## src/core/wtc_defines.vh

```
// wtc_defines.vh: constants for the waveform trigger control block
`ifndef WTC_DEFINES_VH
`define WTC_DEFINES_VH
// register map (word index in low address bits)
`define WTC_ADDR_W 4
`define WTC_REG_CTRL 4'h0
`define WTC_REG_RCOUNT 4'h1
`define WTC_REG_LEN 4'h2
`define WTC_REG_CMD 4'h3
`define WTC_REG_STATUS 4'h4
`define WTC_REG_PASSES 4'h5
// ctrl field positions
`define WTC_CTRL_RUNMODE_LO 0
`define WTC_CTRL_RUNMODE_HI 1
`define WTC_CTRL_RETRIG 2
`define WTC_CTRL_SRC_LO 3
`define WTC_CTRL_SRC_HI 4
`define WTC_CTRL_SLOPE 5
`define WTC_CTRL_SEGAUTO 6
`define WTC_CTRL_MULTISEG 7
`define WTC_CTRL_SYNC_LO 8
`define WTC_CTRL_SYNC_HI 9
`define WTC_CTRL_PBEN 10
`define WTC_CTRL_LOADED 11
`define WTC_CTRL_W 12
// run modes
`define WTC_MODE_CONT 2'h0
`define WTC_MODE_SINGLE 2'h1
`define WTC_MODE_REPEAT 2'h2
// trigger sources
`define WTC_SRC_MANUAL 2'h0
`define WTC_SRC_EXT 2'h1
`define WTC_SRC_BUS 2'h2
`define WTC_SRC_AUTO 2'h3
// sync modes
`define WTC_SYNC_NORMAL 2'h0
`define WTC_SYNC_MASTER 2'h1
`define WTC_SYNC_SLAVE 2'h2
`define WTC_SYNC_LAST 2'h3
// command bits
`define WTC_CMD_EXEC 0
`define WTC_CMD_BUSTRIG 1
// repeat count
`define WTC_RCOUNT_W 7
`define WTC_RCOUNT_MAX 7'h64
`define WTC_RCOUNT_RST 7'h0A
// waveform length
`define WTC_LEN_W 16
`define WTC_LEN_RST 16'h0400
// retrigger spacing: 10 us plus 25 symbol periods
`define WTC_CLK_MHZ 100
`define WTC_GAP_US 10
`define WTC_GAP_SYMS 25
`define WTC_GAP_CNT_W 11
// the same spacing as sized counter loads: 10 us of cycles, 25 symbol periods
`define WTC_GAP_US_CYC 11'h3E8
`define WTC_GAP_SYM_CNT 11'h019
`define WTC_DATA_W 32
`endif

```

## src/core/wtc_gap_timer.v

```verilog
// wtc_gap_timer.v: retrigger hold-off timer in memory-clock ticks
`timescale 1ns/1ps
`include "wtc_defines.vh"
module wtc_gap_timer (
  input wire clk,
  input wire sys_rst,
  input wire start,
  input wire sym_tick,
  output wire busy
);
  // sized constants, so nothing is cut when loading the counters
  localparam [`WTC_GAP_CNT_W-1:0] US_CYC = `WTC_GAP_US_CYC;
  localparam [`WTC_GAP_CNT_W-1:0] SYM_N = `WTC_GAP_SYM_CNT;
  reg [`WTC_GAP_CNT_W-1:0] us_reg;
  reg [`WTC_GAP_CNT_W-1:0] sym_reg;
  ////////////////////////////////////////////////////////////////
  // two phases: fixed time first, then a count of symbol periods
  always @(posedge clk or posedge sys_rst) begin
    if (sys_rst) begin
      us_reg <= {`WTC_GAP_CNT_W{1'b0}};
      sym_reg <= {`WTC_GAP_CNT_W{1'b0}};
    end else if (start) begin
      us_reg <= US_CYC;
      sym_reg <= SYM_N;
    end else if (us_reg != {`WTC_GAP_CNT_W{1'b0}}) begin
      us_reg <= us_reg - 1'b1;
    end else if (sym_reg != {`WTC_GAP_CNT_W{1'b0}} && sym_tick) begin
      sym_reg <= sym_reg - 1'b1;
    end
  end
  assign busy = (us_reg != {`WTC_GAP_CNT_W{1'b0}}) ||
    (sym_reg != {`WTC_GAP_CNT_W{1'b0}});
endmodule // wtc_gap_timer

```

## src/core/wtc_trigger_ctrl.v

```verilog
// wtc_trigger_ctrl.v: trigger sequencing for the waveform playback engine
//
// The register offsets and the plain strobed port were left to the implementer.
`timescale 1ns/1ps
`include "wtc_defines.vh"
module wtc_trigger_ctrl (
  input wire clk,
  input wire sys_rst,
  input wire [`WTC_ADDR_W-1:0] reg_addr,
  input wire [`WTC_DATA_W-1:0] reg_wdata,
  input wire reg_wr,
  input wire reg_rd,
  output reg [`WTC_DATA_W-1:0] reg_rdata,
  input wire rear_trigger_input,
  input wire trigger_key,
  input wire segment_trigger,
  input wire sym_tick,
  output reg play_restart,
  output reg play_active,
  output reg [`WTC_LEN_W-1:0] play_addr,
  output reg segment_advance
);
  // sequencer states: idle until a first start, run, done after the last pass
  localparam ST_IDLE = 2'h0;
  localparam ST_RUN = 2'h1;
  localparam ST_DONE = 2'h2;
  // software-visible settings
  reg [`WTC_CTRL_W-1:0] ctrl_reg;
  reg [`WTC_RCOUNT_W-1:0] rcount_reg;
  reg [`WTC_LEN_W-1:0] len_reg;
  // sequencer state and the values it moves to
  reg [1:0] state_reg;
  reg [1:0] state_next;
  reg [`WTC_RCOUNT_W-1:0] pass_reg;
  reg [`WTC_RCOUNT_W-1:0] pass_next;
  reg [`WTC_LEN_W-1:0] addr_next;
  reg restart_next;
  // pin chains: two stages to settle, a third only to find edges
  reg rear_trigger_input_s1_reg;
  reg rear_trigger_input_s2_reg;
  reg rear_trigger_input_s3_reg;
  reg key_s1_reg;
  reg key_s2_reg;
  reg key_s3_reg;
  reg seg_s1_reg;
  reg seg_s2_reg;
  reg seg_s3_reg;
  reg pben_d_reg;
  // one-cycle pulses made by command writes
  reg exec_pulse_reg;
  reg bus_pulse_reg;
  // decoded fields and trigger qualifiers
  wire [1:0] run_mode;
  wire [1:0] eff_mode;
  wire [1:0] src;
  wire [1:0] sync;
  wire retrig_on;
  wire is_slave;
  wire pb_en;
  wire loaded;
  wire ext_edge;
  wire key_rise;
  wire raw_rear_trigger_input;
  wire acc_rear_trigger_input;
  wire gap_busy;
  wire last_word;
  wire pben_rise;

  ////////////////////////////////////////////////////////////////
  // clamp a written repeat count into 1..100
  // zero would also end after the first pass; it is stored as one
  function [`WTC_RCOUNT_W-1:0] wtc_clamp;
    input [`WTC_DATA_W-1:0] v;
    begin
      if (v > `WTC_RCOUNT_MAX)
        wtc_clamp = `WTC_RCOUNT_MAX;
      else if (v == {`WTC_DATA_W{1'b0}})
        wtc_clamp = {{(`WTC_RCOUNT_W-1){1'b0}}, 1'b1};
      else
        wtc_clamp = v[`WTC_RCOUNT_W-1:0];
    end
  endfunction

  ////////////////////////////////////////////////////////////////
  // field decode
  assign run_mode = ctrl_reg[`WTC_CTRL_RUNMODE_HI:`WTC_CTRL_RUNMODE_LO];
  assign src = ctrl_reg[`WTC_CTRL_SRC_HI:`WTC_CTRL_SRC_LO];
  assign sync = ctrl_reg[`WTC_CTRL_SYNC_HI:`WTC_CTRL_SYNC_LO];
  assign pb_en = ctrl_reg[`WTC_CTRL_PBEN];
  assign loaded = ctrl_reg[`WTC_CTRL_LOADED];
  // repeat mode only when segment source is automatic
  assign eff_mode = (run_mode == `WTC_MODE_REPEAT && !ctrl_reg[`WTC_CTRL_SEGAUTO]) ?
    `WTC_MODE_CONT : run_mode;
  assign retrig_on = ctrl_reg[`WTC_CTRL_RETRIG] | ctrl_reg[`WTC_CTRL_MULTISEG];
  assign is_slave = (sync == `WTC_SYNC_SLAVE) || (sync == `WTC_SYNC_LAST);

  ////////////////////////////////////////////////////////////////
  // pin synchronisers; the second and third stages feed edge logic
  always @(posedge clk or posedge sys_rst) begin
    if (sys_rst) begin
      rear_trigger_input_s1_reg <= 1'b0;
      rear_trigger_input_s2_reg <= 1'b0;
      rear_trigger_input_s3_reg <= 1'b0;
      key_s1_reg <= 1'b0;
      key_s2_reg <= 1'b0;
      key_s3_reg <= 1'b0;
      seg_s1_reg <= 1'b0;
      seg_s2_reg <= 1'b0;
      seg_s3_reg <= 1'b0;
    end else begin
      rear_trigger_input_s1_reg <= rear_trigger_input;
      rear_trigger_input_s2_reg <= rear_trigger_input_s1_reg;
      rear_trigger_input_s3_reg <= rear_trigger_input_s2_reg;
      key_s1_reg <= trigger_key;
      key_s2_reg <= key_s1_reg;
      key_s3_reg <= key_s2_reg;
      seg_s1_reg <= segment_trigger;
      seg_s2_reg <= seg_s1_reg;
      seg_s3_reg <= seg_s2_reg;
    end
  end

  // slope bit high selects the falling edge
  assign ext_edge = ctrl_reg[`WTC_CTRL_SLOPE] ? (rear_trigger_input_s3_reg & ~rear_trigger_input_s2_reg) :
    (~rear_trigger_input_s3_reg & rear_trigger_input_s2_reg);
  assign key_rise = key_s2_reg & ~key_s3_reg;

  ////////////////////////////////////////////////////////////////
  // source select; slaves see only the rear input
  assign raw_rear_trigger_input = is_slave ? (src == `WTC_SRC_EXT && ext_edge) :
    (src == `WTC_SRC_MANUAL) ? (exec_pulse_reg | key_rise) :
    (src == `WTC_SRC_EXT) ? ext_edge :
    (src == `WTC_SRC_BUS) ? bus_pulse_reg :
    1'b0;

  // the hold-off only gates retriggers while running; it is the source's
  // job to respect the spacing, extra events are dropped here
  assign acc_rear_trigger_input = raw_rear_trigger_input && pb_en && loaded &&
    !(state_reg == ST_RUN && gap_busy);

  // hold-off timer restarts on every accepted trigger
  wtc_gap_timer u_gap (
    .clk(clk),
    .sys_rst(sys_rst),
    .start(acc_rear_trigger_input),
    .sym_tick(sym_tick),
    .busy(gap_busy)
  );

  ////////////////////////////////////////////////////////////////
  // register writes and one-cycle command pulses
  // a repeat count above the limit saturates instead of wrapping
  always @(posedge clk or posedge sys_rst) begin
    if (sys_rst) begin
      ctrl_reg <= {`WTC_CTRL_W{1'b0}};
      rcount_reg <= `WTC_RCOUNT_RST;
      len_reg <= `WTC_LEN_RST;
      exec_pulse_reg <= 1'b0;
      bus_pulse_reg <= 1'b0;
    end else begin
      exec_pulse_reg <= 1'b0;
      bus_pulse_reg <= 1'b0;
      if (reg_wr) begin
        case (reg_addr)
          `WTC_REG_CTRL: ctrl_reg <= reg_wdata[`WTC_CTRL_W-1:0];
          `WTC_REG_RCOUNT: rcount_reg <= wtc_clamp(reg_wdata);
          `WTC_REG_LEN: len_reg <= reg_wdata[`WTC_LEN_W-1:0];
          `WTC_REG_CMD: begin
            exec_pulse_reg <= reg_wdata[`WTC_CMD_EXEC];
            bus_pulse_reg <= reg_wdata[`WTC_CMD_BUSTRIG];
          end
          default: ;
        endcase
      end
    end
  end

  ////////////////////////////////////////////////////////////////
  // read port: data valid the cycle after the strobe, zero when unmapped
  // status is the registered running flag, in step with the sequencer state
  always @(posedge clk or posedge sys_rst) begin
    if (sys_rst) begin
      reg_rdata <= {`WTC_DATA_W{1'b0}};
    end else if (reg_rd) begin
      case (reg_addr)
        `WTC_REG_CTRL: reg_rdata <= {{(`WTC_DATA_W-`WTC_CTRL_W){1'b0}}, ctrl_reg};
        `WTC_REG_RCOUNT: reg_rdata <= {{(`WTC_DATA_W-`WTC_RCOUNT_W){1'b0}}, rcount_reg};
        `WTC_REG_LEN: reg_rdata <= {{(`WTC_DATA_W-`WTC_LEN_W){1'b0}}, len_reg};
        `WTC_REG_STATUS: reg_rdata <= {{(`WTC_DATA_W-1){1'b0}}, play_active};
        `WTC_REG_PASSES: reg_rdata <= {{(`WTC_DATA_W-`WTC_RCOUNT_W){1'b0}}, pass_reg};
        default: reg_rdata <= {`WTC_DATA_W{1'b0}};
      endcase
    end else begin
      reg_rdata <= {`WTC_DATA_W{1'b0}};
    end
  end

  ////////////////////////////////////////////////////////////////
  // playback sequencer
  // a length of zero wraps, so the pass runs over the whole address range
  assign last_word = (play_addr == len_reg - 1'b1);
  // turning playback back on is a restart only if the sequencer enters run in that cycle
  assign pben_rise = pb_en & ~pben_d_reg;

  always @* begin
    state_next = state_reg;
    pass_next = pass_reg;
    addr_next = play_addr;
    restart_next = 1'b0;
    if (!pb_en || !loaded) begin
      // switching playback off parks the engine; on again rearms it
      state_next = ST_IDLE;
      addr_next = {`WTC_LEN_W{1'b0}};
      pass_next = {`WTC_RCOUNT_W{1'b0}};
    end else begin
      case (state_reg)
        ST_IDLE: begin
          // auto source needs no event; slaves never start by themselves
          if (src == `WTC_SRC_AUTO && !is_slave) begin
            state_next = ST_RUN;
            restart_next = 1'b1;
            addr_next = {`WTC_LEN_W{1'b0}};
            pass_next = {`WTC_RCOUNT_W{1'b0}};
          end else if (acc_rear_trigger_input) begin
            state_next = ST_RUN;
            restart_next = 1'b1;
            addr_next = {`WTC_LEN_W{1'b0}};
            pass_next = {`WTC_RCOUNT_W{1'b0}};
          end
        end
        ST_RUN: begin
          // a retrigger beats the end of a pass, so it is never lost
          if (acc_rear_trigger_input && retrig_on) begin
            restart_next = 1'b1;
            addr_next = {`WTC_LEN_W{1'b0}};
            pass_next = {`WTC_RCOUNT_W{1'b0}};
          end else if (last_word) begin
            addr_next = {`WTC_LEN_W{1'b0}};
            if (eff_mode == `WTC_MODE_SINGLE) begin
              state_next = ST_DONE;
            end else if (eff_mode == `WTC_MODE_REPEAT) begin
              pass_next = pass_reg + 1'b1;
              if (pass_reg + 1'b1 >= rcount_reg)
                state_next = ST_DONE;
            end else begin
              addr_next = {`WTC_LEN_W{1'b0}};
            end
          end else begin
            addr_next = play_addr + 1'b1;
          end
        end
        ST_DONE: begin
          // with retrigger and multi-segment both off only single mode restarts here; repeat mode
          // then needs the playback enable switched off and on
          if (acc_rear_trigger_input && (retrig_on || eff_mode == `WTC_MODE_SINGLE)) begin
            state_next = ST_RUN;
            restart_next = 1'b1;
            addr_next = {`WTC_LEN_W{1'b0}};
            pass_next = {`WTC_RCOUNT_W{1'b0}};
          end
        end
        default: state_next = ST_IDLE;
      endcase
    end
  end

  // outputs follow the next-state values so status, address and restart
  // line up in the same cycle
  always @(posedge clk or posedge sys_rst) begin
    if (sys_rst) begin
      state_reg <= ST_IDLE;
      pass_reg <= {`WTC_RCOUNT_W{1'b0}};
      play_addr <= {`WTC_LEN_W{1'b0}};
      play_restart <= 1'b0;
      play_active <= 1'b0;
      pben_d_reg <= 1'b0;
      segment_advance <= 1'b0;
    end else begin
      state_reg <= state_next;
      pass_reg <= pass_next;
      play_addr <= addr_next;
      play_restart <= restart_next | (pben_rise & (state_next == ST_RUN));
      play_active <= (state_next == ST_RUN);
      pben_d_reg <= pb_en;
      // segment stepping follows only the segment trigger
      segment_advance <= ctrl_reg[`WTC_CTRL_MULTISEG] && state_reg == ST_RUN &&
        seg_s2_reg && !seg_s3_reg;
    end
  end
endmodule // wtc_trigger_ctrl

```

## config.mk

```make
export PLATFORM = sky130hd
export DESIGN_NAME = wtc_trigger_ctrl
export DESIGN_NICKNAME = d
export VERILOG_FILES = /design/src/core/wtc_gap_timer.v /design/src/core/wtc_trigger_ctrl.v
export VERILOG_INCLUDE_DIRS = /design/src /design/src/core
export SDC_FILE = /design/constraint.sdc
export NUM_CORES = 1
export LEC_CHECK = 0
export BUFFER_PORTS_ARGS = -buffer_cell sky130_fd_sc_hd__buf_2
export CAP_MARGIN = 20
export CELL_PAD_IN_SITES_DETAIL_PLACEMENT = 1
export CELL_PAD_IN_SITES_GLOBAL_PLACEMENT = 1
export CORE_AREA = 2 2 169 88
export DETAILED_ROUTE_END_ITERATION = 7
export DIE_AREA = 0 0 171 90
export PLACE_DENSITY_LB_ADDON = 0.1
export SYNTH_ARGS = -nofsm -noshare
export SYNTH_HDL_FRONTEND = slang
export SYNTH_SLANG_ARGS = --single-unit
```

## constraint.sdc

```tcl
create_clock -name clk -period 4.9 [get_ports clk]
set_clock_uncertainty 0.15 [all_clocks]
set_input_delay 1.225 -clock clk [delete_from_list [all_inputs] [get_ports clk]]
set_output_delay 1.225 -clock clk [all_outputs]
set_load 0.01 [all_outputs]
```

==> flow_summary.json, run 1 <==
{
  "antenna_found_initial": 0,
  "max_freq_mhz": 274,
  "final-hold-violation-count": 0,
  "cts_tree": "done",
  "routed_wl_um": 18300,
  "ys_dominant_reg_cell": "dfrtp_1",
  "comb_power_share": 0.171,
  "finalSetupViolCount": 0,
  "antennaDiodeCount": 0,
  "fillCellCount": 1598,
  "synth_top_area_share": 0.458,
  "p_seq_frac": 0.400,
  "area.growth.synth_to_final_pct": 19.4,
  "insertion_delay_ns": 0.41,
  "crit_path_end_kind": "flip-flop",
  "ys_async_sr_fraction": 1.00,
  "die_y_um": 90,
  "drt-pass1-iter-count": 5,
  "synthTopCellsByCount": "dfrtp_1 (110), nand2_1 (48), nor2_1 (42), mux2_2 (28), xnor2_1 (27)",
  "fin_total_pwr_uw": 3110,
  "cp-start-kind": "flip-flop",
  "utilization": 0.511,
  "ff_latch_area_um2": 2830,
  "switching_share": 0.303,
  "cts_buffer_depth": 2,
  "cp_max_fo": 14,
  "drt_iter0_markers": 408,
  "clockRootBuffer": "clkbuf_16",
  "io_pins": 95,
  "synth.distinct_cells": 67,
  "grt_max_degree": 65,
  "die_area_um2": 15400,
  "synth_top_area_cell": "dfrtp_1",
  "grt_setup_unrepaired": "false",
  "slew_headroom": 0.466,
  "grt_overflow": 0,
  "clkTransAtPathRegs_ns": 0.06,
  "pwr-share-clk": 0.430,
  "placed_cells": 851,
  "muxShareOfSynthArea": 0.0558,
  "whs_path_depth": 0,
  "tns_ns": 0,
  "status": "finished, final reports clean",
  "fin_crit_ns": 3.65,
  "die_w_um": 171,
  "vias": 5005,
  "synth_area_leaders": "dfrtp_1 (46%), mux2_2 (5.3%), xnor2_1 (3.9%)",
  "drive_gt1_frac": 0.238,
  "p_int_uw": 2170,
  "cts-buffers-inserted": 17,
  "multi_input_area_um2": 2950,
  "worst-r2r-cell-count": 7,
  "clock-sinks": 113,
  "yosys_warnings": 0,
  "ir_worst_vdd_uv": 179,
  "htree_num_levels": 4,
  "synth_top_family_by_area": "simple AND/OR/NAND/NOR gates",
  "route.detailed.drc": 0,
  "netlist_instances": 593,
  "critical_path_arrival_ns": 3.77,
  "design.core.area_um2": 14000,
  "via_per_inst": 5.66,
  "syn-cell-area_um2": 6000,
  "hpwl_um": 13700,
  "start_util": 0.428,
  "synth-xor-area-share": 0.0686,
  "min_period_over_period": 0.745,
  "grt_pass1_vias": 5101,
  "cts_hold_buf": 0,
  "synth_simple_gate_area_frac": 0.205,
  "hold_class": "reg2reg",
  "slew_violations": 0,
  "gp_congestion": 0.902,
  "power_density_nw_per_um2": 434,
  "avgSynthCellArea_um2": 10.1,
  "synth.most_common_cell": "dfrtp_1",
  "ant_nets": 0,
  "p_leak_uw": 0.00322,
  "maxCapViolations": 0,
  "synth-compound-area-share": 0.126,
  "fin_cells": 884,
  "crit_type": "reg2reg",
  "synth_edf_count": 0,
  "cts_setup_buffers": 0,
  "worstPathRequired_ns": 5.02,
  "final_net_count": 729,
  "ctsResizeCount": 0,
  "yosysSeqAreaShare": 0.472,
  "routedWlPerCell_um": 20.7,
  "worst_slew_pin_slew_ns": 0.801,
  "rows": 31,
  "synth_adder_area_share": 0.0250,
  "synth-seq-cells": 113,
  "grt_pass1_wl_um": 29300,
  "io_buffers": 78,
  "grtUsageTotal": 0.251,
  "power.switching_uw": 942
}
[per-layer routing]
layer / global-route usage / wire length (um) / part of all wire
met1: 0.411 / 9640 / 0.53
met2: 0.321 / 7060 / 0.39
met3: 0.0603 / 1450 / 0.079
met4: 0.0614 / 141 / 0.0077
met5: 0 / 0 / 0
[stage by stage]
stage	hold slack (ns)	worst slack, ns	instance area (um^2)
after floorplan	0.181	0.543	6060
after global placement	0.184	1.43	6520
after detailed placement	0.195	1.28	6520
after CTS	0.211	1.28	7160
after global routing	0.211	1.07	7170
final	0.204	1.25	7170
[cells by family after synthesis]
| logic type | Yosys count |
|---|---|
| other | 1 |
| AOI/OAI and AO/OA | 109 |
| xor gates and xnor gates | 47 |
| buffers and inverters | 55 |
| adders and majority gates | 12 |
| and+or+nand+nor | 226 |
| DFF | 113 |
| muxes | 30 |
[placed cells by master (no fill, tap or decap), types with 16 or more instances in the layout]
master	count
buf_2	78
o21ai_0	20
dfrtp_1	110
nor3_1	19
inv_1	16
a21oi_1	22
nand2_1	48
xnor2_1	27
mux2_2	28
xor2_1	20
conb_1	16
nor2_1	42
clkbuf_16	17
[critical path: stages, from the launching register on]
cell      delay (ns)
dfrtp_1         0.50
or4_1           0.72
or4_1           0.56
a21oi_1         0.23
o221ai_1        0.18
or4_4           0.64
a21oi_4         0.41
nor2_1          0.11
[cell type report]
| class | count | area share |
|---|---|---|
| clock buffer | 20 | 0.0637 |
| clock inverter | 12 | 0.0251 |
| inverter | 17 | 0.00925 |
| multi-input combinational | 440 | 0.412 |
| sequential | 113 | 0.395 |
| tap | 198 | 0.0346 |
| timing repair buffer | 84 | 0.0607 |
[final timing paths]
kind	from	end	slack, ns
worst max-delay path	len_reg[2]	play_addr[4]	1.25
worst min-delay path	key_s1_reg	key_s2_reg	0.20
worst max register to register	len_reg[2]	play_addr[4]	1.25
worst min register to register	key_s1_reg	key_s2_reg	0.20
max in group asynchronous	sys_rst	play_addr[5]	2.90
min in group asynchronous	sys_rst	rear_trigger_input_s1_reg	0.81
[power by group through the flow]
stage	combinational (uW)	sequential (uW)	clock (uW)
after detailed placement	521	1250	0
after floorplan	429	1160	0
final	532	1240	1340
after global placement	499	1240	0
after global routing	591	1260	1410
after CTS	528	1240	1360
(Power assumes the default switching activity.)
==> inputs of run 2 (changes only) <==
==> constraint.sdc (replaced) <==
create_clock -name clk -period 3.6 [get_ports clk]
set_clock_uncertainty 0.15 [all_clocks]
set_input_delay 0.9 -clock clk [delete_from_list [all_inputs] [get_ports clk]]
set_output_delay 0.9 -clock clk [all_outputs]
set_load 0.01 [all_outputs]
==> run 2 against run 1 <==
Effect of this change:
- wire length grew 7.0%
- global-route usage grew 1.4 points
- cell area grew 2.9%
- critical path depth is the same
- critical endpoint is now play_active
- clock power grew 33%
- worst hold slack is essentially flat
- count of clock-buffer cells in the layout shrank 2
- final cell count grew 2.9%
- combinational power grew 70%
==> flow_summary.json, run 2 (synthesized netlist as in run 1, its figures left out) <==
{
  "status": "finished, final reports clean",
  "htree_num_levels": 4,
  "hold_class": "reg2reg",
  "grt_max_degree": 48,
  "crit_path_end_kind": "flip-flop",
  "grt_pass1_wl_um": 30600,
  "io_pins": 95,
  "finalSetupViolCount": 0,
  "switching_share": 0.321,
  "power_density_nw_per_um2": 584,
  "max_freq_mhz": 294,
  "gp_congestion": 0.887,
  "p_int_uw": 2930,
  "crit_chain": "or4_4 > or4_4 > o32ai_2 > o211ai_1 > or4_4 > nor3_2 > o22ai_1",
  "insertion_delay_ns": 0.42,
  "design.core.area_um2": 14000,
  "grt_pass1_vias": 5345,
  "most-common-layout-cells": "dfrtp_1 (110), buf_2 (78), nand2_1 (48), nor2_1 (42), buf_4 (29)",
  "routed_wl_um": 19600,
  "rrSetupSlack_ns": 0.20,
  "placed_cells": 877,
  "worst-r2r-cell-count": 7,
  "ant_nets": 0,
  "fin_total_pwr_uw": 4310,
  "timing.rr.end": "play_active",
  "tns_ns": 0,
  "drt-pass1-iter-count": 5,
  "start_util": 0.428,
  "via_per_inst": 5.70,
  "route.detailed.drc": 0,
  "critPathSlowestCell": "or4_4",
  "fillCellCount": 1619,
  "final_net_count": 755,
  "clock-sinks": 113,
  "hold_ws_ns": 0.204,
  "slew_headroom": 0.363,
  "ff_latch_area_um2": 2830,
  "drt_iter0_markers": 437,
  "crit_type": "reg2reg",
  "worstPathRequired_ns": 3.73,
  "ir_worst_vdd_uv": 330,
  "fin_crit_ns": 3.40,
  "final_common_cell": "dfrtp_1",
  "worst_slew_pin_slew_ns": 0.953,
  "fin_cells": 910,
  "cp_max_fo": 7,
  "grtUsageTotal": 0.265,
  "pwr-share-clk": 0.412,
  "cts_tree": "done",
  "clockRootBuffer": "clkbuf_16",
  "area.growth.synth_to_final_pct": 22.8,
  "die_y_um": 90,
  "cts-buffers-inserted": 17,
  "cts_buffer_depth": 2,
  "cp_top_family": "simple AND/OR/NAND/NOR gates",
  "cts_hold_buf": 0,
  "slew_violations": 0,
  "power.switching_uw": 1380,
  "multi_input_area_um2": 2950,
  "antenna_found_initial": 1,
  "rows": 31,
  "comb_power_share": 0.210,
  "cp-start-kind": "flip-flop",
  "antennaDiodeCount": 0,
  "grt_overflow": 0,
  "reg2reg_from": "len_reg[0]",
  "routedWlPerCell_um": 21.5,
  "grt_setup_unrepaired": "false",
  "vias": 5187,
  "cpMostUsedCell": "or4_4",
  "maxCapViolations": 0,
  "setup_ws_ns": 0.203,
  "dpl_worst_slack_ns": 0.0901,
  "drive_gt1_frac": 0.267,
  "die_w_um": 171,
  "critPathBufInv": 0,
  "final-hold-violation-count": 0,
  "clkTransAtPathRegs_ns": 0.06,
  "holdPathEnd": "rear_trigger_input_s2_reg",
  "critical_path_arrival_ns": 3.53,
  "p_leak_uw": 0.00334,
  "io_buffers": 78,
  "min_period_over_period": 0.944,
  "hp-start": "rear_trigger_input_s1_reg",
  "p_seq_frac": 0.377,
  "hpwl_um": 14500,
  "cp_slowest_stage_delay_ns": 0.63,
  "die_area_um2": 15400,
  "whs_path_depth": 0
}
==> run 2: cell types whose count changed in the layout (fill, tap and decap cells not counted) <==
cell        change
buf_4          +23
buf_12          +3
clkinvlp_4      +3
inv_6           +3
clkbuf_8        -2
bufinv_16       -1
clkinv_2        -1
clkinv_4        -1
inv_4           -1
or4_1           -1
or4_4           +1
==> run 2: through the flow <==
step	instance area, um^2	util
after CTS	7350	0.524
after global routing	7380	0.525
after floorplan	6060	-
after detailed placement	6750	0.480
final	7380	0.525
after global placement	6750	0.480
==> run 2: how the worst max path moves through the flow <==
stage                           from       endpoint  slack [ns]  cells after the start
after floorplan           len_reg[2]   play_addr[5]        0.37                     10
after global placement    len_reg[0]   play_addr[2]        0.17                      7
after detailed placement  len_reg[0]   play_addr[7]        0.09                      7
after CTS                 len_reg[0]  play_addr[15]        0.06                      7
after global routing      len_reg[0]   play_restart        0.08                      7
final                     len_reg[0]    play_active        0.20                      7
==> run 2: repair_timing <==
action,in CTS,in global routing
setup endpoints to repair,0,18
setup buffers,0,1
resized for setup,0,1
==> run 2: layout make-up <==
type | count | share of cell area
Clock inverter | 14 | 0.0241
Tap cell | 198 | 0.0336
Sequential cell | 113 | 0.384
Clock buffer | 18 | 0.0582
Inverter | 17 | 0.00916
Multi-Input combinational cell | 440 | 0.401
Timing Repair Buffer | 110 | 0.0906
==> run 2: layer usage <==
layer	share of wire	global-route usage
met3	0.059	0.0586
met1	0.54	0.433
met2	0.40	0.345
met5	0	0
met4	0.0098	0.0636
==> run 2: worst register-to-register path: cells and delay by family, from the launching register on <==
family,cells,cell delay (ns)
simple gates,4,2.10
compound gates,3,0.54
flops,1,0.47
==> run 2: power by group through the flow <==
stage               sequential, uW  combinational (uW)  clock (uW)
floorplan                     1580                 584           0
global route                  1650                 992        1850
CTS                           1620                 884        1800
global placement              1620                 843           0
finish                        1630                 905        1780
detailed placement            1640                 874           0
